[src/design/jtbs_cfg.svh]
// Constants of the boundary-scan test access port.
`ifndef JTBS_CFG_SVH
`define JTBS_CFG_SVH

// Instruction register width, opcodes and the capture pattern.
`define JTBS_IR_W          6
`define JTBS_OP_EXTEST     6'h00
`define JTBS_OP_SAMPLE     6'h01
`define JTBS_OP_IDCODE     6'h02
`define JTBS_OP_HIGHZ      6'h03
`define JTBS_OP_CLAMP      6'h3e
`define JTBS_OP_BYPASS     6'h3f
`define JTBS_IR_CAPTURE    6'h2d

// Identification register; the code value is arbitrary.
`define JTBS_ID_W          32
`define JTBS_IDCODE_DFLT   32'h0a5a_5001

// Pin counts of each cell kind.
`define JTBS_N_RX          14
`define JTBS_N_SYS         5
`define JTBS_N_TX          7
`define JTBS_N_BIDI        8
`define JTBS_N_PADIN       27

// Boundary chain layout, bit 0 nearest the serial output.
`define JTBS_BSR_LEN       42
`define JTBS_RX_BASE       0
`define JTBS_SYS_BASE      14
`define JTBS_TX_BASE       19
`define JTBS_CAP_BASE      26
`define JTBS_OE_BASE       34

// Consecutive mode-select ones that always end in reset.
`define JTBS_TLR_ONES      3'h5

// Depth of the instruction report buffer.
`define JTBS_BUF_DEPTH     2

`endif

[src/design/jtbs_pkg.sv]
// Types of the boundary-scan test access port.
package jtbs_pkg;

  // Sixteen controller states.
  typedef enum logic [3:0] {
    S_TLR, S_RTI, S_SEL_DR, S_CAP_DR, S_SH_DR, S_EX1_DR, S_PA_DR, S_EX2_DR,
    S_UPD_DR, S_SEL_IR, S_CAP_IR, S_SH_IR, S_EX1_IR, S_PA_IR, S_EX2_IR, S_UPD_IR
  } jtbs_state_t;

  // Data register selected between the serial input and output.
  typedef enum logic [1:0] {
    DR_BYPASS, DR_IDCODE, DR_BOUNDARY
  } jtbs_dr_t;

endpackage : jtbs_pkg

[src/design/jtbs_buf.sv]
// Two-entry valid/ready buffer built from flip-flops.
module jtbs_buf #(
  parameter int W     = 6,
  parameter int DEPTH = 2
) (
  input  wire logic         clk_i,
  input  wire logic         rst_b_i,
  input  wire logic         in_valid_i,
  output logic              in_ready_o,
  input  wire logic [W-1:0] in_data_i,
  output logic              out_valid_o,
  input  wire logic         out_ready_i,
  output logic      [W-1:0] out_data_o
);
  import jtbs_pkg::*;

  localparam int AW = $clog2(DEPTH);

  logic [W-1:0]  mem [DEPTH];
  logic [AW-1:0] wr_ptr;
  logic [AW-1:0] rd_ptr;
  logic [AW:0]   count;
  logic          push;
  logic          pop;

  // Honest full and empty flags derived from the fill count.
  assign in_ready_o  = (count < (AW+1)'(DEPTH));
  assign out_valid_o = (count != '0);
  assign out_data_o  = mem[rd_ptr];
  assign push        = in_valid_i && in_ready_o;
  assign pop         = out_valid_o && out_ready_i;

  // Storage written at the write index.
  always_ff @(posedge clk_i)
  begin
    if (push)
    begin
      mem[wr_ptr] <= in_data_i;
    end
  end

  // Pointers wrap over the depth.
  always_ff @(posedge clk_i or negedge rst_b_i)
  begin
    if (!rst_b_i)
    begin
      wr_ptr <= '0;
      rd_ptr <= '0;
    end
    else
    begin
      if (push)
        wr_ptr <= (wr_ptr == AW'(DEPTH - 1)) ? '0 : wr_ptr + 1'b1;
      if (pop)
        rd_ptr <= (rd_ptr == AW'(DEPTH - 1)) ? '0 : rd_ptr + 1'b1;
    end
  end

  // Fill count follows pushes and pops.
  always_ff @(posedge clk_i or negedge rst_b_i)
  begin
    if (!rst_b_i)
      count <= '0;
    else
      count <= count + (AW+1)'(push) - (AW+1)'(pop);
  end

endmodule : jtbs_buf

[src/design/jtbs_tap.sv]
// Boundary-scan test access port with controller, instruction and data registers.
`include "jtbs_cfg.svh"

// Contract
// - Sixteen-state controller driven through five dedicated test pins.
// - Instruction register is six bits; all decoding uses those six bits.
// - Test reset pin low resets the controller without any test clock edge.
// - Mode select and serial input are sampled on test clock rising edges.
// - Serial output changes on test clock falling edges.
// - Serial output is driven only while shifting data or instruction.
// - State moves by mode select sampled at each rising edge; tester sets it.
// - Reset state reached by reset pin or five consecutive mode-select ones.
// - Serial input feeds whichever register is selected.
// - Boundary logic follows the standard for the DC-coupled pins.
// - No AC-coupled test mode or its instructions exist.
// - Tester can read the part number through the identification path.
// - Observe cells on receive, control on transmit, both on two-way pins.
// - Opcodes: extest, sample, idcode, highz, clamp, bypass as listed.
// - Instruction capture loads 101101.
// - Shifted instruction takes effect only in the update state.
// - Two-way capture takes core data when enabled and not extest.
module jtbs_tap #(
  parameter logic [`JTBS_ID_W-1:0] IDCODE = `JTBS_IDCODE_DFLT
) (
  input  wire logic                    clk_i,
  input  wire logic                    rst_b_i,
  input  wire logic                    tck_i,
  input  wire logic                    tms_i,
  input  wire logic                    tdi_i,
  input  wire logic                    trst_b_i,
  output logic                         tdo_o,
  output logic                         tdo_oe_o,
  input  wire logic [`JTBS_N_RX-1:0]   rx_pad_i,
  input  wire logic [`JTBS_N_SYS-1:0]  sys_pad_i,
  input  wire logic [`JTBS_N_TX-1:0]   tx_core_i,
  output logic      [`JTBS_N_TX-1:0]   tx_pad_o,
  output logic      [`JTBS_N_TX-1:0]   tx_pad_oe_o,
  input  wire logic [`JTBS_N_BIDI-1:0] bidi_core_out_i,
  input  wire logic [`JTBS_N_BIDI-1:0] bidi_core_oe_i,
  input  wire logic [`JTBS_N_BIDI-1:0] bidi_pad_i,
  output logic      [`JTBS_N_BIDI-1:0] bidi_pad_o,
  output logic      [`JTBS_N_BIDI-1:0] bidi_pad_oe_o,
  output logic      [`JTBS_IR_W-1:0]   instr_o,
  output logic                         instr_valid_o,
  input  wire logic                    instr_ready_i
);
  import jtbs_pkg::*;

  localparam int NIN = 3 + `JTBS_N_PADIN;

  logic [NIN-1:0]              sync1;
  logic [NIN-1:0]              sync2;
  logic                        tck_d;
  logic                        rise;
  logic                        fall;
  logic                        tms_s;
  logic                        tdi_s;
  logic [`JTBS_N_RX-1:0]       rx_s;
  logic [`JTBS_N_SYS-1:0]      sys_s;
  logic [`JTBS_N_BIDI-1:0]     bidi_s;
  logic                        tap_arst_b;
  logic                        rs1;
  logic                        tap_rst_b;
  jtbs_state_t                 state;
  logic [`JTBS_IR_W-1:0]       ir_sr;
  logic [`JTBS_IR_W-1:0]       instr;
  logic                        byp;
  logic [`JTBS_ID_W-1:0]       id_sr;
  logic [`JTBS_BSR_LEN-1:0]    bsr;
  logic [`JTBS_BSR_LEN-1:0]    bsu;
  logic [`JTBS_BSR_LEN-1:0]    cap;
  jtbs_dr_t                    sel;
  logic                        extest;
  logic                        test_mode;
  logic                        highz;
  logic                        push_pend;
  logic                        push_ready;
  logic [2:0]                  ones_cnt;

  // Next controller state for a sampled mode-select value.
  function automatic jtbs_state_t tap_next(input jtbs_state_t s, input logic m);
    case (s)
      S_TLR:    tap_next = m ? S_TLR    : S_RTI;
      S_RTI:    tap_next = m ? S_SEL_DR : S_RTI;
      S_SEL_DR: tap_next = m ? S_SEL_IR : S_CAP_DR;
      S_CAP_DR: tap_next = m ? S_EX1_DR : S_SH_DR;
      S_SH_DR:  tap_next = m ? S_EX1_DR : S_SH_DR;
      S_EX1_DR: tap_next = m ? S_UPD_DR : S_PA_DR;
      S_PA_DR:  tap_next = m ? S_EX2_DR : S_PA_DR;
      S_EX2_DR: tap_next = m ? S_UPD_DR : S_SH_DR;
      S_UPD_DR: tap_next = m ? S_SEL_DR : S_RTI;
      S_SEL_IR: tap_next = m ? S_TLR    : S_CAP_IR;
      S_CAP_IR: tap_next = m ? S_EX1_IR : S_SH_IR;
      S_SH_IR:  tap_next = m ? S_EX1_IR : S_SH_IR;
      S_EX1_IR: tap_next = m ? S_UPD_IR : S_PA_IR;
      S_PA_IR:  tap_next = m ? S_EX2_IR : S_PA_IR;
      S_EX2_IR: tap_next = m ? S_UPD_IR : S_SH_IR;
      S_UPD_IR: tap_next = m ? S_SEL_DR : S_RTI;
      default:  tap_next = S_TLR;
    endcase
  endfunction : tap_next

  // Data register chosen by a six-bit opcode; AC-coupled opcodes do not exist.
  function automatic jtbs_dr_t dr_sel(input logic [`JTBS_IR_W-1:0] op);
    case (op)
      `JTBS_OP_EXTEST, `JTBS_OP_SAMPLE: dr_sel = DR_BOUNDARY;
      `JTBS_OP_IDCODE:                  dr_sel = DR_IDCODE;
      default:                          dr_sel = DR_BYPASS;
    endcase
  endfunction : dr_sel

  // Two-flop synchronisers on every input from outside the clock domain.
  always_ff @(posedge clk_i or negedge rst_b_i)
  begin
    if (!rst_b_i)
    begin
      sync1 <= '0;
      sync2 <= '0;
    end
    else
    begin
      sync1 <= {tck_i, tms_i, tdi_i, bidi_pad_i, sys_pad_i, rx_pad_i};
      sync2 <= sync1;
    end
  end

  assign {tms_s, tdi_s, bidi_s, sys_s, rx_s} = sync2[NIN-2:0];

  // Test clock edges found by the system clock.
  always_ff @(posedge clk_i or negedge rst_b_i)
  begin
    if (!rst_b_i)
      tck_d <= 1'b0;
    else
      tck_d <= sync2[NIN-1];
  end

  assign rise = sync2[NIN-1] && !tck_d;
  assign fall = !sync2[NIN-1] && tck_d;

  assign tap_arst_b = rst_b_i && trst_b_i;

  // Reset asserts at once and releases on the system clock.
  always_ff @(posedge clk_i or negedge tap_arst_b)
  begin
    if (!tap_arst_b)
    begin
      rs1       <= 1'b0;
      tap_rst_b <= 1'b0;
    end
    else
    begin
      rs1       <= 1'b1;
      tap_rst_b <= rs1;
    end
  end

  always_ff @(posedge clk_i or negedge tap_rst_b)
  begin
    if (!tap_rst_b)
      state <= S_TLR;
    else if (rise)
      state <= tap_next(state, tms_s);
  end

  always_ff @(posedge clk_i or negedge tap_rst_b)
  begin
    if (!tap_rst_b)
      ir_sr <= `JTBS_IR_CAPTURE;
    else if (rise && state == S_CAP_IR)
      ir_sr <= `JTBS_IR_CAPTURE;
    else if (rise && state == S_SH_IR)
      ir_sr <= {tdi_s, ir_sr[`JTBS_IR_W-1:1]};
  end

  // instruction updates on the falling edge in the update state.
  always_ff @(posedge clk_i or negedge tap_rst_b)
  begin
    if (!tap_rst_b)
      instr <= `JTBS_OP_IDCODE;
    else if (state == S_TLR)
      instr <= `JTBS_OP_IDCODE;
    else if (fall && state == S_UPD_IR)
      instr <= ir_sr;
  end

  assign sel       = dr_sel(instr);
  assign extest    = (instr == `JTBS_OP_EXTEST);
  assign test_mode = extest || (instr == `JTBS_OP_CLAMP);
  assign highz     = (instr == `JTBS_OP_HIGHZ);

  always_ff @(posedge clk_i or negedge tap_rst_b)
  begin
    if (!tap_rst_b)
      byp <= 1'b0;
    else if (rise && state == S_CAP_DR && sel == DR_BYPASS)
      byp <= 1'b0;
    else if (rise && state == S_SH_DR && sel == DR_BYPASS)
      byp <= tdi_s;
  end

  always_ff @(posedge clk_i or negedge tap_rst_b)
  begin
    if (!tap_rst_b)
      id_sr <= '0;
    else if (rise && state == S_CAP_DR && sel == DR_IDCODE)
      id_sr <= {IDCODE[`JTBS_ID_W-1:1], 1'b1};
    else if (rise && state == S_SH_DR && sel == DR_IDCODE)
      id_sr <= {tdi_s, id_sr[`JTBS_ID_W-1:1]};
  end

  // cell capture values per kind of pin
  generate
    for (genvar i = 0; i < `JTBS_N_RX; i++)
    begin : g_rx
      assign cap[`JTBS_RX_BASE + i] = rx_s[i];
    end
    for (genvar i = 0; i < `JTBS_N_SYS; i++)
    begin : g_sys
      assign cap[`JTBS_SYS_BASE + i] = sys_s[i];
    end
    for (genvar i = 0; i < `JTBS_N_TX; i++)
    begin : g_tx
      assign cap[`JTBS_TX_BASE + i] = tx_core_i[i];
    end
    for (genvar i = 0; i < `JTBS_N_BIDI; i++)
    begin : g_bidi
      assign cap[`JTBS_CAP_BASE + i] = (bidi_core_oe_i[i] && !extest) ? bidi_core_out_i[i]
                                                                    : bidi_s[i];
      assign cap[`JTBS_OE_BASE + i]  = bidi_core_oe_i[i];
    end
  endgenerate

  // Boundary shift register; capture, shift and falling-edge update.
  always_ff @(posedge clk_i or negedge tap_rst_b)
  begin
    if (!tap_rst_b)
      bsr <= '0;
    else if (rise && state == S_CAP_DR && sel == DR_BOUNDARY)
      bsr <= cap;
    else if (rise && state == S_SH_DR && sel == DR_BOUNDARY)
      bsr <= {tdi_s, bsr[`JTBS_BSR_LEN-1:1]};
  end

  always_ff @(posedge clk_i or negedge tap_rst_b)
  begin
    if (!tap_rst_b)
      bsu <= '0;
    else if (fall && state == S_UPD_DR && sel == DR_BOUNDARY)
      bsu <= bsr;
  end

  // only DC levels reach the pads; no time-varying test signalling.
  always_ff @(posedge clk_i or negedge rst_b_i)
  begin
    if (!rst_b_i)
    begin
      tx_pad_o      <= '0;
      tx_pad_oe_o   <= '0;
      bidi_pad_o    <= '0;
      bidi_pad_oe_o <= '0;
    end
    else
    begin
      tx_pad_o      <= test_mode ? bsu[`JTBS_TX_BASE +: `JTBS_N_TX] : tx_core_i;
      tx_pad_oe_o   <= {`JTBS_N_TX{!highz}};
      bidi_pad_o    <= test_mode ? bsu[`JTBS_CAP_BASE +: `JTBS_N_BIDI] : bidi_core_out_i;
      bidi_pad_oe_o <= highz ? '0
                     : test_mode ? bsu[`JTBS_OE_BASE +: `JTBS_N_BIDI] : bidi_core_oe_i;
    end
  end

  // serial output on the falling edge
  always_ff @(posedge clk_i or negedge tap_rst_b)
  begin
    if (!tap_rst_b)
    begin
      tdo_o    <= 1'b0;
      tdo_oe_o <= 1'b0;
    end
    else if (fall)
    begin
      tdo_oe_o <= (state == S_SH_DR) || (state == S_SH_IR);
      if (state == S_SH_IR)
        tdo_o <= ir_sr[0];
      else if (sel == DR_IDCODE)
        tdo_o <= id_sr[0];
      else if (sel == DR_BOUNDARY)
        tdo_o <= bsr[0];
      else
        tdo_o <= byp;
    end
  end

  // An instruction loaded in the update state is reported; a full buffer keeps the report pending, and a later load replaces its value.
  always_ff @(posedge clk_i or negedge rst_b_i)
  begin
    if (!rst_b_i)
      push_pend <= 1'b0;
    else if (fall && state == S_UPD_IR)
      push_pend <= 1'b1;
    else if (push_ready)
      push_pend <= 1'b0;
  end

  jtbs_buf #(
    .W     (`JTBS_IR_W),
    .DEPTH (`JTBS_BUF_DEPTH)
  ) u_buf (
    .clk_i       (clk_i),
    .rst_b_i     (rst_b_i),
    .in_valid_i  (push_pend),
    .in_ready_o  (push_ready),
    .in_data_i   (instr),
    .out_valid_o (instr_valid_o),
    .out_ready_i (instr_ready_i),
    .out_data_o  (instr_o)
  );

  // Helper count of consecutive rising edges with mode select high.
  always_ff @(posedge clk_i or negedge tap_rst_b)
  begin
    if (!tap_rst_b)
      ones_cnt <= '0;
    else if (rise)
      ones_cnt <= !tms_s ? 3'h0 : (ones_cnt == `JTBS_TLR_ONES) ? ones_cnt : ones_cnt + 3'h1;
  end
endmodule : jtbs_tap

[config.mk]
export PLATFORM = sky130hd
export DESIGN_NAME = jtbs_tap
export DESIGN_NICKNAME = d
export VERILOG_FILES = /design/src/design/jtbs_pkg.sv /design/src/design/jtbs_buf.sv /design/src/design/jtbs_tap.sv
export VERILOG_INCLUDE_DIRS = /design/src /design/src/design
export SDC_FILE = /design/constraint.sdc
export NUM_CORES = 1
export LEC_CHECK = 0
export BUFFER_PORTS_ARGS = -buffer_cell sky130_fd_sc_hd__buf_2
export CAP_MARGIN = 20
export CORE_ASPECT_RATIO = 0.9
export CORE_UTILIZATION = 35
export CTS_CLUSTER_DIAMETER = 150
export DETAILED_ROUTE_END_ITERATION = 7
export PLACE_DENSITY = 0.53
export RECOVER_POWER = 50
export SLEW_MARGIN = 20
export SYNTH_ARGS = -nofsm -noshare
export SYNTH_HDL_FRONTEND = slang
export SYNTH_SLANG_ARGS = --single-unit
[constraint.sdc]
create_clock -name clk_i -period 3.7 [get_ports clk_i]
set_input_delay 0.185 -clock clk_i [delete_from_list [all_inputs] [get_ports clk_i]]
set_output_delay 0.185 -clock clk_i [all_outputs]
set_load 0.02 [all_outputs]
After elaboration in Yosys (flattened, before gate mapping)
Memory sizes are Yosys's and may differ from the RTL's. Index checks and enable logic that the tools add are counted.

Register bits after elaboration: 227. Latch bits: 0. RAM bits: 12. Memory bits (read-only): 0. Input bits: 57. Memories kept: 1.

Memory list: u_buf.mem (depth 2, width 6, read ports 1, clocked after memory_dff 0, write ports 1, RTL line jtbs_buf.sv:19) `logic [W-1:0] mem [DEPTH];`.

Add/sub/neg operators: 4. Multipliers: 0. Div/mod/pow operators: 0. Magnitude comparators: 1. Equal/unequal tests: 21. Shift-type cells: 0. Muxes and demuxes: 45. Bitwise operators: 0. Reductions and logical operators: 46.

Operator list (count): $mux 42 (2); $mux 32 (2); $pmux 4 s12 (1); $eq 4x4->1 const B (8); $logic_and 1x1->1 (26); $mux 6 (4); $mux 8 (3); $mux 1 (22); $eq 4x3->1 const B (4); $mux 4 (4); $reduce_bool 2->1 (7); $eq 6x2->1 const B (2); $eq 4x2->1 const B (2); $mux 7 (1); $eq 6x1->1 const B (1); $eq 6x6->1 const B (1); $logic_not 6->1 (1); $mux 2 (3); $mux 3 (2); $reduce_or 2->1 (3); $eq 4x1->1 const B (1); $logic_not 1->1 (4); $logic_not 4->1 (1); $pmux 2 s2 (1); other kinds (9) (11).

Logic depth before layout (Yosys ltp)
Gate-level depths: netlist (run 1).

Depth in word-level cells: 7. Gate-level depth with buffers: 8. Gate-level depth less buffers: 7.

By module
A second synthesis (run 1) with hierarchy kept.

Cells, all modules: 674. Area total of the unflattened synthesis: 8610.8 um^2.

By module, submodules not included: jtbs_tap (times used 1, cells an instance 635, area an instance 7963.9 um^2); jtbs_buf (times used 1, cells an instance 39, area an instance 646.9 um^2).

Worst setup path after synthesis (run 1)
No wires, ideal clock.

Path kind: register -> register. Start: reg instr[3]. End: reg bidi_pad_o[0]. Library setup time: 0.125 ns. Data arrival time: 2.046 ns. Slack: 1.529 ns. Stages on the path, launching flop included: 9. Clock period less this slack: 2.171 ns. Path through: dfrtp_1 or4_4 buf_6 o22ai_2 buf_6 and2b_1 buf_6 buf_12 mux2_4.

Word-level cells in the longest chain between the ends: 3. Elaborated cells on any way between the ends: 4. Classes of those cells: 1 x eq/ne; 1 x mux; 2 x reduce/logical.

Ends and longest elaborated chain: from (decl) (RTL line jtbs_tap.sv:66) `` logic [`JTBS_IR_W-1:0] instr; ``; from (signal assigned) (RTL line jtbs_tap.sv:180) `` instr <= `JTBS_OP_IDCODE; ``; from (signal assigned) (RTL line jtbs_tap.sv:182) `` instr <= `JTBS_OP_IDCODE; ``; from (signal assigned) (RTL line jtbs_tap.sv:184) `instr <= ir_sr;`; $eq 6x6->1 (no line) or $logic_not 6->1 (tied branches); $logic_or 1x1->1 * (RTL line jtbs_tap.sv:189) `` assign test_mode = extest || (instr == `JTBS_OP_CLAMP); ``; $mux 8 * (RTL line jtbs_tap.sv:267) `` bidi_pad_o <= test_mode ? bsu[`JTBS_CAP_BASE +: `JTBS_N_BIDI] : bidi_core_out_i; ``; to (signal assigned) (RTL line jtbs_tap.sv:267); to (decl) (RTL line jtbs_tap.sv:41) `` output logic [`JTBS_N_BIDI-1:0] bidi_pad_o, ``.

Every way passes the cells marked *; elsewhere a longest branch is shown, timed or not. A chain may end at the register's enable or synchronous reset.

Worst setup path in the final report (run 1)
Start: reg state[2]. End: reg bsr[10].

Word-level cells in the longest chain between the ends: 4. Elaborated cells on any way between the ends: 8. Classes of those cells: 2 x eq/ne; 1 x mux; 5 x reduce/logical.

Ends and longest elaborated chain: from (decl) (RTL line jtbs_tap.sv:64) `jtbs_state_t state;`; from (signal assigned) (RTL line jtbs_tap.sv:163) `state <= tap_next(state, tms_s);`; $eq 4x2->1 or $eq 4x3->1 (tied branches) (RTL line jtbs_tap.sv:239, jtbs_tap.sv:241); $logic_and 1x1->1, on equally long branches (2 in series) (RTL line jtbs_tap.sv:239, jtbs_tap.sv:241); $mux 42 or $reduce_bool 2->1 (tied branches); to (signal assigned) (RTL line jtbs_tap.sv:240) `bsr <= cap;`; to (signal assigned) (RTL line jtbs_tap.sv:242) `` bsr <= {tdi_s, bsr[`JTBS_BSR_LEN-1:1]}; ``; to (decl) (RTL line jtbs_tap.sv:69) `` logic [`JTBS_BSR_LEN-1:0] bsr; ``.

Parallel ways exist; a longest one is shown, timed or not.

==> impl_metrics.py, run 1 <==
metrics = {
    "pwr": {
        "switching_share_pct": 27.6,
        "leakage_nw": 5.07,
        "power_switching_mw": 1.70,
        "p_total_mw": 6.18,
        "p_clk_share_pct": 35.4,
        "pwr-share-seq_pct": 49.0,
        "p_int_mw": 4.48,
        "vdd_drop_max_uv": 330,
        "pwr_density_cell_mw_per_mm2": 587,
        "comb_power_share_pct": 15.7,
    },
    "global_routing": {
        "gr-total-overflow": 0,
        "grt_usage_pct": 13.6,
        "grt_pass1_vias": 5276,
        "grt_start_max_net_pins": 75,
        "antenna_found_initial": 0,
        "grt_pass1_wl_um": 27700,
    },
    "timing": {
        "max_freq_mhz": 375,
        "fin_tns_setup_ns": 0,
        "relSlewSlack_pct": -17.8,
        "hold_viol_final": 0,
        "setup_violations": 0,
        "min_period_ns": 2.67,
        "rsz0062_at_grt": "false",
        "maxSlewViolCount": 109,
        "finClkSkew_ns": 0.00685,
        "hold_ws_ns": 0.0160,
        "max_slew.worst_pin.slew_ns": 1.77,
        "post-route-period-util_pct": 72.1,
        "setup_slack_ns": 1.03,
    },
    "yosys": {
        "synth_nets": 736,
        "yosysMostFrequentCell": "dfrtp_1",
        "seq_area_frac_synth_pct": 64.0,
        "synth_cells": 677,
        "ys_ff_latch": 220,
        "synth_area_leaders": "dfrtp_1, mux2i_1, mux2_2, nand2_1, edfxtp_1",
        "yosysTopAreaCellShare_pct": 58.4,
        "ys_warn_count": 0,
        "synth_top_flop_cell": "dfrtp_1",
        "netlist_top_cells_count": "dfrtp_1, nand2_1, mux2i_1",
        "async_flop_share_pct": 94.5,
        "syn_area_sq_mm": 0.00870,
        "synth.largest_area_cell": "dfrtp_1",
        "ys_types": 51,
        "synth-edff-count": 12,
        "syn_area_per_cell_sq_um": 12.9,
    },
    "final_layout": {
        "drive_above_1_share_pct": 22.1,
        "n_antenna_cell": 0,
        "seq_area_sq_mm": 0.00557,
        "area_delta_synth_final_pct": 21.1,
        "nets": 866,
        "multiInputGateArea_sq_mm": 0.00276,
        "nFillCells": 2235,
    },
    "run_status": {
        "violations": "max-capacitance violations, max-slew violations",
        "outcome": "finished with violations",
    },
    "detailed_routing": {
        "drtAntennaViolNets": 0,
        "drt_iter0_markers": 305,
        "viasPerCell": 4.71,
        "routed_wl_um": 17000,
        "drc": 0,
        "first_pass_iters": 5,
        "post_drt_wl_per_cell_um": 15.0,
        "vias": 5326,
    },
    "cts": {
        "cts_made_buffers": 23,
        "cts_resized": 0,
        "clk_path_buf_depth": 3,
        "htreeDepth": 1,
        "path_clk_slew_ns": 0.06,
        "cts_tree": "built",
        "clock-sinks": 220,
        "root_buffer": "clkbuf_16",
        "clk-insertion-delay-late_ns": 0.50,
    },
    "place": {
        "portBuffers": 95,
        "routabilityCongestion": 0.724,
        "dp_hpwl_um": 10800,
        "dpl_worst_slack_ns": 1.09,
    },
    "critical_path": {
        "crit_buf_inv": 1,
        "path_delay_family": "compound AO/OA/AOI/OAI gates",
        "cp_cell_sequence": "or3b_1 > a2111o_2 > buf_4 > nand2_1 > o21ai_0",
        "crit_path_end_kind": "flop",
        "required_ns": 4.06,
        "arrival_ns": 3.03,
        "slowest_stage": "a2111o_2",
        "critPathMaxStageDelay_ns": 0.76,
        "worstPathMaxFanout": 47,
        "critPathLaunchType": "flop",
        "path_class": "reg2reg",
    },
    "floorplan": {
        "num_io_pins": 96,
        "dieArea_sq_mm": 0.0255,
        "rows": 54,
        "fp.dieW_um": 168,
        "core_area_sq_mm": 0.0243,
        "start_util_pct": 35.8,
        "die_h_um": 152,
    },
    "hold_path": {
        "min_path_type": "in2reg",
    },
    "flow_run": {
        "drv_cap": 2,
    },
}
-- cell usage in the layout, fill, tap and decap left out, types with 2 or more instances in the layout --
master,synthesis,final
clkbuf_1,14,38
nand2b_1,4,4
mux2_2,51,51
clkbuf_8,0,6
clkbuf_16,0,23
or2_2,3,3
a31oi_1,3,3
dfstp_2,5,4
a21oi_1,10,10
clkinvlp_4,0,3
o21ai_0,54,54
dlygate4sd3_1,0,47
and2_0,0,3
nor2_1,12,12
ha_1,2,2
inv_1,29,29
edfxtp_1,12,12
mux2_4,10,10
o22ai_1,9,9
mux2i_1,74,74
nor4_4,2,2
nor2b_1,3,3
nand4_1,3,3
a22o_1,5,5
a21o_1,2,2
xnor2_1,4,4
buf_4,9,7
nand2_1,97,97
nor3b_1,3,3
nand3_1,4,4
clkbuf_2,0,2
nor3_1,4,4
clkinv_2,0,3
buf_2,12,62
dfrtp_1,203,203
-- worst paths after layout --
check / from / endpoint / slack [ns] / cells past startpoint
worst max-delay path: state[2]$_DFFE_PN0P_ / bsr[10]$_DFFE_PN0P_ / 1.03 / 5
worst min-delay path: bidi_core_oe_i[2] / bidi_pad_oe_o[2]$_DFF_PN0_ / 0.02 / 3
worst max register to register: state[2]$_DFFE_PN0P_ / bsr[10]$_DFFE_PN0P_ / 1.03 / 5
worst min register to register: sync1[24]$_DFF_PN0_ / sync2[24]$_DFF_PN0_ / 0.34 / 0
max in group asynchronous: tap_rst_b$_DFF_PN0_ / bsr[35]$_DFFE_PN0P_ / 1.24 / 1
min in group asynchronous: trst_b_i / rs1$_DFF_PN0_ / 0.12 / 3
-- metrics by stage --
| stage | cell area, sq um | instances | utilization, % |
|---|---|---|---|
| floorplan | 8700 | 677 | - |
| global placement | 9390 | 1043 | 38.6 |
| detailed placement | 9390 | 1043 | 38.6 |
| CTS | 10600 | 1131 | 43.5 |
| global route | 10500 | 1131 | 43.3 |
| finish | 10500 | 1131 | 43.3 |
-- flip-flops by register name (all words and copies together) (netlist names), 2 cells and up --
name	flops
bidi_pad_o	8
bidi_pad_oe_o	8
bsr	42
bsu	23
id_sr	32
instr	6
ir_sr	6
state	4
sync1	30
sync2	30
tx_pad_o	7
u_buf.count	2
u_buf.mem	12
-- repair_timing --
item                                   in CTS  in global routing
endpoints found under the hold margin     110                  0
setup buffers                               0                  0
hold buffers                               47                  0
setup endpoints to repair                   0                  0
-- worst min-delay path, stage by stage --
cell and delay [ns]:
buf_2 0.12, nand2_1 0.09, o22ai_1 0.08
-- power groups by stage --
stage                     logic [mW]  clock network (mW)  registers, mW
final                          0.969                2.19           3.03
after global routing            1.09                2.35           3.08
after CTS                      0.993                2.26           3.03
after detailed placement       0.950                   0           3.07
after global placement         0.920                   0           3.05
after floorplan                0.773                   0           2.97
-- routing by layer --
metal	part of all wire, %	vias to the layer above	global-route usage [%]
li1	-	2560	-
met1	48	2610	18.9
met2	47	135	22.4
met3	4.2	21	2.36
met4	1.6	0	3.32
met5	0	-	0
-- area by class of cell --
cell class	instances	area share, %
inverters	29	1.03
clock buffers	34	6.43
multi-input cells	381	26.2
clock inverters	7	0.439
repair buffers	152	9.37
well taps	308	3.66
flip-flops and latches	220	52.9
-- cells by family (layout without fill, tap and decap cells) --
| kind of cell | count (synthesis) | count (layout) | synth area share, % |
|---|---|---|---|
| simple gates | 146 | 146 | 7.87 |
| other cells | 1 | 1 | 0.0431 |
| flops | 220 | 220 | 64.0 |
| xor+xnor | 5 | 5 | 0.503 |
| fa+ha+maj | 2 | 2 | 0.288 |
| buf+inv | 76 | 222 | 4.28 |
| mux | 135 | 135 | 16.8 |
| compound gates | 92 | 92 | 6.15 |
(Power assumes the default switching activity.)
==> run 2, diff against run 1 <==
--- a/config.mk
+++ b/config.mk
@@ -6,6 +6,7 @@
 export SDC_FILE = /design/constraint.sdc
 export NUM_CORES = 1
 export LEC_CHECK = 0
+export ABC_AREA = 1
 export BUFFER_PORTS_ARGS = -buffer_cell sky130_fd_sc_hd__buf_2
 export CAP_MARGIN = 20
 export CORE_ASPECT_RATIO = 0.9
==> constraint.sdc (replaced) <==
create_clock -name clk_i -period 2.2 [get_ports clk_i]
set_input_delay 0.11 -clock clk_i [delete_from_list [all_inputs] [get_ports clk_i]]
set_output_delay 0.11 -clock clk_i [all_outputs]
set_load 0.02 [all_outputs]
==> run 2 against run 1 <==
  * The flow now finishes without violations
  * Cell area increased by 5.6%
  * Cell count up 32%
  * Global-route usage is 2.2 points higher
  * Flip-flop and latch count unchanged
  * Combinational power up 71%
  * Clock skew grew 0.0053 ns
  * Largest cell class unchanged
  * Power rose by 64%
==> impl_metrics.py, run 2 <==
metrics = {
    "run_status": {
        "outcome": "complete, no violations",
    },
    "final_layout": {
        "final_area_sq_mm": 0.0111,
        "nets": 1193,
        "drive_above_1_share_pct": 16.0,
        "reg_top3": "bsr x42, id_sr x32",
        "layout_common_cells": "nand2_1, dfrtp_1, inv_1",
        "layout_commonest_cell": "nand2_1",
        "area_delta_synth_final_pct": 24.8,
        "n_antenna_cell": 0,
        "largest_reg_flops": 42,
        "regMostFlops": "bsr",
    },
    "critical_path": {
        "arrival_ns": 2.33,
        "r2r_slack_ns": 0.30,
        "critPathLaunchType": "flop",
        "timing.rr.start": "state[1]$_DFFE_PN0P_",
        "endpoint": "bsr[29]$_DFFE_PN0P_",
        "r2r_cells": 8,
        "worstSetupStartpoint": "state[1]$_DFFE_PN0P_",
        "worstPathMaxFanout": 34,
        "path_class": "reg2reg",
        "reg2reg_to": "bsr[29]$_DFFE_PN0P_",
        "crit_path_end_kind": "flop",
        "required_ns": 2.63,
    },
    "cts": {
        "clock-sinks": 220,
        "path_clk_slew_ns": 0.06,
        "cts_tree": "built",
        "clk-insertion-delay-late_ns": 0.51,
        "cts_made_buffers": 24,
        "ctsHoldBuffers": 56,
        "cts_resized": 0,
        "htreeDepth": 1,
        "post_cts_buffers": 0,
        "clk_path_buf_depth": 3,
        "root_buffer": "clkbuf_16",
    },
    "floorplan": {
        "fp.dieW_um": 170,
        "start_util_pct": 35.6,
        "dieArea_sq_mm": 0.0261,
        "rows": 55,
        "die_h_um": 153,
        "core_area_sq_mm": 0.0250,
        "num_io_pins": 96,
    },
    "yosys": {
        "synth_cells": 975,
        "netlist_top_cells_count": "nand2_1, dfrtp_1, inv_1",
        "syn_area_sq_mm": 0.00891,
        "synth_area_leaders": "dfrtp_1, nand2_1, inv_1, o21ai_1, edfxtp_1",
        "synth_nets": 1034,
        "ys_types": 30,
        "syn_area_per_cell_sq_um": 9.14,
        "ys_ff_latch": 220,
        "yosysTopAreaCellShare_pct": 57.0,
        "ys_warn_count": 0,
        "yosysMostFrequentCell": "nand2_1",
        "synth_top_flop_cell": "dfrtp_1",
        "seq_area_frac_synth_pct": 62.5,
        "synth-edff-count": 12,
        "async_flop_share_pct": 94.5,
        "synth.largest_area_cell": "dfrtp_1",
    },
    "detailed_routing": {
        "first_pass_iters": 4,
        "routed_wl_um": 19800,
        "viasPerCell": 4.46,
        "vias": 6660,
        "drtAntennaViolNets": 0,
        "drc": 0,
        "drt_iter0_markers": 378,
        "post_drt_wl_per_cell_um": 13.2,
    },
    "timing": {
        "max_freq_mhz": 526,
        "post-route-period-util_pct": 86.4,
        "hold_ws_ns": 0.0515,
        "rsz0062_at_grt": "false",
        "maxSlewViolCount": 0,
        "max_slew.worst_pin.slew_ns": 1.29,
        "hold_viol_final": 0,
        "min_period_ns": 1.90,
        "finClkSkew_ns": 0.0122,
        "fin_tns_setup_ns": 0,
        "relSlewSlack_pct": 13.8,
        "setup_violations": 0,
    },
    "global_routing": {
        "grt_start_max_net_pins": 56,
        "grt_usage_pct": 15.8,
        "grt_pass1_vias": 6565,
        "grt_pass1_wl_um": 33300,
        "gr-total-overflow": 0,
        "antenna_found_initial": 0,
    },
    "place": {
        "dpl_cell_area_sq_mm": 0.00988,
        "portBuffers": 95,
        "routabilityCongestion": 0.808,
        "dp_hpwl_um": 12800,
    },
    "pwr": {
        "vdd_drop_max_uv": 555,
        "pwr_density_cell_mw_per_mm2": 914,
        "leakage_nw": 5.47,
    },
    "hold_path": {
        "min_path_type": "in2reg",
    },
    "flow_run": {
        "drv_cap": 0,
    },
}
run 2: cell types whose count changed after synthesis, moves of 22 or more:
cell	delta
nand2_1	+148
nor2_1	+84
inv_1	+82
o21ai_1	+78
mux2i_1	-74
nand3_1	+63
mux2_2	-51
a21oi_1	+22
buf_2	+22
run 2: how the worst min path moves through the flow:
stage / start / to / slack [ns] / cells after the start
floorplan: rst_b_i / bidi_pad_o[0]$_DFF_PN0_ / -0.19 / 0
global placement: trst_b_i / rs1$_DFF_PN0_ / -0.01 / 3
detailed placement: trst_b_i / rs1$_DFF_PN0_ / -0.01 / 3
CTS: rst_b_i / tx_pad_o[6]$_DFF_PN0_ / 0.05 / 2
global route: bidi_core_out_i[7] / bidi_pad_o[7]$_DFF_PN0_ / 0.06 / 3
finish: bidi_core_out_i[7] / bidi_pad_o[7]$_DFF_PN0_ / 0.05 / 3
run 2: cell type report:
type | count | area [sq um]
tap | 342 | 428
clock inverter | 8 | 47.5
timing repair buffer | 181 | 1300
sequential | 220 | 5570
fill | 2511 | 13900
multi-input combinational | 592 | 2660
clock buffer | 35 | 683
inverter | 115 | 432
run 2: report_power, final:
part / internal, mW / switching (mW) / total, mW
Clock: 2.16 / 1.60 / 3.75
Sequential: 4.50 / 0.256 / 4.75
Combinational: 0.621 / 1.04 / 1.66
run 2: logic make-up after synthesis:
group / after synthesis / synth area share [%]
flip-flops: 220 / 62.5
XOR/XNOR: 4 / 0.393
buffers and inverters: 163 / 7.76
adder cells (fa/ha/maj): 2 / 0.281
AO/OA/AOI/OAI: 151 / 8.55
other: 1 / 0.0421
AND/OR/NAND/NOR: 434 / 20.5
run 2: layer usage:
| metal | track usage, % | up-vias | wire, um |
|---|---|---|---|
| met5 | 0 | - | 0 |
| met4 | 4.46 | 0 | 382 |
| met3 | 2.38 | 26 | 756 |
| met2 | 25.3 | 139 | 8900 |
| met1 | 22.2 | 3114 | 9740 |
| li1 | - | 3381 | - |
run 2: through the flow:
step | setup WS (ns) | total power, mW | utilization (%) | std cells
2_1_floorplan | 0.235 | 5.86 | - | 975
3_3_place_gp | 0.360 | 6.42 | 39.5 | 1394
4_1_cts | 0.290 | 10.3 | 44.6 | 1493
5_1_grt | 0.0809 | 10.7 | 44.4 | 1493
6_report | 0.299 | 10.2 | 44.4 | 1493
3_5_place_dp | 0.301 | 6.44 | 39.5 | 1394
run 2: critical path: stages (launching register included):
cell and delay, ns:
dfrtp_1 0.50, nand2_1 0.13, inv_2 0.11, nand3_2 0.14, buf_12 0.21, nor2_4 0.26, buf_4 0.24, nand3_1 0.11
a21oi_1 0.12
==> run 3, diff against run 2 <==
--- a/config.mk
+++ b/config.mk
@@ -7,13 +7,13 @@
 export NUM_CORES = 1
 export LEC_CHECK = 0
 export ABC_AREA = 1
-export BUFFER_PORTS_ARGS = -buffer_cell sky130_fd_sc_hd__buf_2
 export CAP_MARGIN = 20
 export CORE_ASPECT_RATIO = 0.9
 export CORE_UTILIZATION = 35
 export CTS_CLUSTER_DIAMETER = 150
 export DETAILED_ROUTE_END_ITERATION = 7
-export PLACE_DENSITY = 0.53
+export DONT_BUFFER_PORTS = 1
+export PLACE_DENSITY = 0.5
 export RECOVER_POWER = 50
 export SLEW_MARGIN = 20
 export SYNTH_ARGS = -nofsm -noshare
==> run 3 against run 2 <==
  * Non-clock buffer count shrank 102
  * Clock-buffer cell count shrank 5
  * Power increased by 2.4%
  * Via count shrank 4.3%
  * Global-route usage fell by 0.32 points
==> impl_metrics.py, run 3 (synthesis gave the netlist of run 2 again) <==
metrics = {
    "final_layout": {
        "n_antenna_cell": 0,
        "layout_common_cells": "nand2_1, dfrtp_1, inv_1",
        "drive_above_1_share_pct": 8.02,
        "regMostFlops": "bsr",
        "reg_top3": "bsr x42, id_sr x32",
        "largest_reg_flops": 42,
        "area_delta_synth_final_pct": 19.8,
        "layout.cells.non_filler": 1389,
        "nets": 1090,
        "layout_commonest_cell": "nand2_1",
        "final_area_sq_mm": 0.0107,
    },
    "pwr": {
        "power_switching_mw": 2.84,
        "pwr_density_cell_mw_per_mm2": 974,
        "pwr-share-seq_pct": 46.2,
        "switching_share_pct": 27.3,
        "vdd_drop_max_uv": 739,
        "p_int_mw": 7.56,
        "comb_power_share_pct": 13.8,
        "leakage_nw": 5.11,
        "p_clk_share_pct": 40.0,
    },
    "critical_path": {
        "reg2reg_to": "bsu[40]$_DFFE_PN0P_",
        "slowest_stage": "dfrtp_1",
        "r2r_slack_ns": 0.30,
        "crit_path_end_kind": "flop",
        "r2r_cells": 7,
        "arrival_ns": 2.28,
        "critPathLaunchType": "flop",
        "worstPathMaxFanout": 46,
        "path_class": "reg2reg",
        "crit_buf_inv": 2,
        "path_delay_family": "simple AND/OR/NAND/NOR gates",
        "critPathMaxStageDelay_ns": 0.41,
        "timing.rr.start": "instr[3]$_DFFE_PN0P_",
        "cp_cell_sequence": "nor2_1 > nand3_1 > inv_2 > nand4_4 > buf_4 > nand2_1 > o21ai_1",
        "required_ns": 2.58,
    },
    "place": {
        "dp_hpwl_um": 11900,
        "dp_cells": 1290,
        "portBuffers": 0,
        "dpl_worst_slack_ns": 0.290,
        "routabilityCongestion": 0.848,
        "dpl_cell_area_sq_mm": 0.00930,
    },
    "hold_path": {
        "worst_hold_path.endpoint": "sync1[19]$_DFF_PN0_",
        "holdCritStartpoint": "bidi_pad_i[0]",
        "min_path_type": "in2reg",
        "hold_depth": 1,
    },
    "detailed_routing": {
        "drtAntennaViolNets": 0,
        "drt_iter0_markers": 336,
        "drc": 0,
        "first_pass_iters": 5,
        "vias": 6372,
        "routed_wl_um": 19300,
        "viasPerCell": 4.59,
        "post_drt_wl_per_cell_um": 13.9,
    },
    "cts": {
        "htreeDepth": 1,
        "post_cts_buffers": 0,
        "path_clk_slew_ns": 0.06,
        "clk_path_buf_depth": 3,
        "root_buffer": "clkbuf_16",
        "cts_made_buffers": 23,
        "cts_tree": "built",
        "clock-sinks": 220,
        "clk-insertion-delay-late_ns": 0.51,
    },
    "timing": {
        "maxSlewViolCount": 0,
        "min_period_ns": 1.90,
        "rsz0062_at_grt": "false",
        "finClkSkew_ns": 0.00783,
        "post-route-period-util_pct": 86.3,
        "fin_tns_setup_ns": 0,
        "max_slew.worst_pin.slew_ns": 1.40,
        "hold_viol_final": 0,
        "max_freq_mhz": 527,
        "setup_slack_ns": 0.301,
        "relSlewSlack_pct": 6.52,
        "setup_violations": 0,
    },
    "global_routing": {
        "grt_pass1_wl_um": 32600,
        "grt_pass1_vias": 6306,
        "antenna_found_initial": 0,
        "grt_start_max_net_pins": 92,
        "gr-total-overflow": 0,
        "grt_usage_pct": 15.5,
    },
    "run_status": {
        "outcome": "complete, no violations",
    },
    "floorplan": {
        "fp.dieW_um": 170,
        "die_h_um": 153,
        "dieArea_sq_mm": 0.0261,
        "num_io_pins": 96,
        "start_util_pct": 35.6,
        "core_area_sq_mm": 0.0250,
        "rows": 55,
    },
    "flow_run": {
        "drv_cap": 0,
    },
}
-- run 3: power groups by stage --
stage	clock network (mW)	logic, mW	registers [mW]
after floorplan	0	1.04	4.81
final	4.16	1.44	4.80
after global routing	4.46	1.66	4.86
after global placement	0	1.32	4.88
after CTS	4.30	1.46	4.81
after detailed placement	0	1.33	4.88
-- run 3: cell type report --
class | instances | area (sq um)
flip-flops and latches | 220 | 5570
inverters | 115 | 432
well taps | 342 | 428
fillers | 2532 | 14400
repair buffers | 79 | 777
multi-input cells | 592 | 2660
clock inverters | 11 | 155
clock buffers | 30 | 662
-- run 3: how the worst max path moves through the flow --
stage                     slack [ns]  cells after the start            startpoint             endpoint
after global placement          0.37                      7  instr[3]$_DFFE_PN0P_  bsu[27]$_DFFE_PN0P_
after floorplan                 0.23                      0   tap_rst_b$_DFF_PN0_   bsr[0]$_DFFE_PN0P_
after detailed placement        0.29                      7  instr[3]$_DFFE_PN0P_  bsu[36]$_DFFE_PN0P_
after CTS                       0.27                      7  instr[3]$_DFFE_PN0P_  bsu[40]$_DFFE_PN0P_
final                           0.30                      7  instr[3]$_DFFE_PN0P_  bsu[40]$_DFFE_PN0P_
after global routing            0.07                      7  instr[4]$_DFFE_PN0P_  bsu[25]$_DFFE_PN0P_
-- run 3: through the flow --
step / hold slack, ns / utilization [%] / total power [mW]
6_report: 0.154 / 42.6 / 10.4
5_1_grt: 0.124 / 42.6 / 11.0
2_1_floorplan: -0.186 / - / 5.86
3_5_place_dp: -0.182 / 37.1 / 6.21
4_1_cts: 0.125 / 42.8 / 10.6
3_3_place_gp: -0.182 / 37.1 / 6.20
-- run 3: layer usage --
layer  track usage, %  vias to the layer above  wire length, um
met2             24.0                      151             8410
met4             3.73                        0              364
li1                 -                     3179                -
met5                0                        -                0
met3             2.74                       28              936
met1             22.4                     3014             9590
-- run 3: repair_timing --
item,CTS,global route
endpoints found under the setup margin,0,0
hold buffers,58,0
resized for setup,0,0
hold endpoints to repair,169,0
-- run 3: worst register-to-register path, cell delays in order, from the launching register on --
cell     delay (ns)
dfrtp_1        0.41
nor2_1         0.33
nand3_1        0.27
inv_2          0.19
nand4_4        0.08
buf_4          0.30
nand2_1        0.13
o21ai_1        0.07
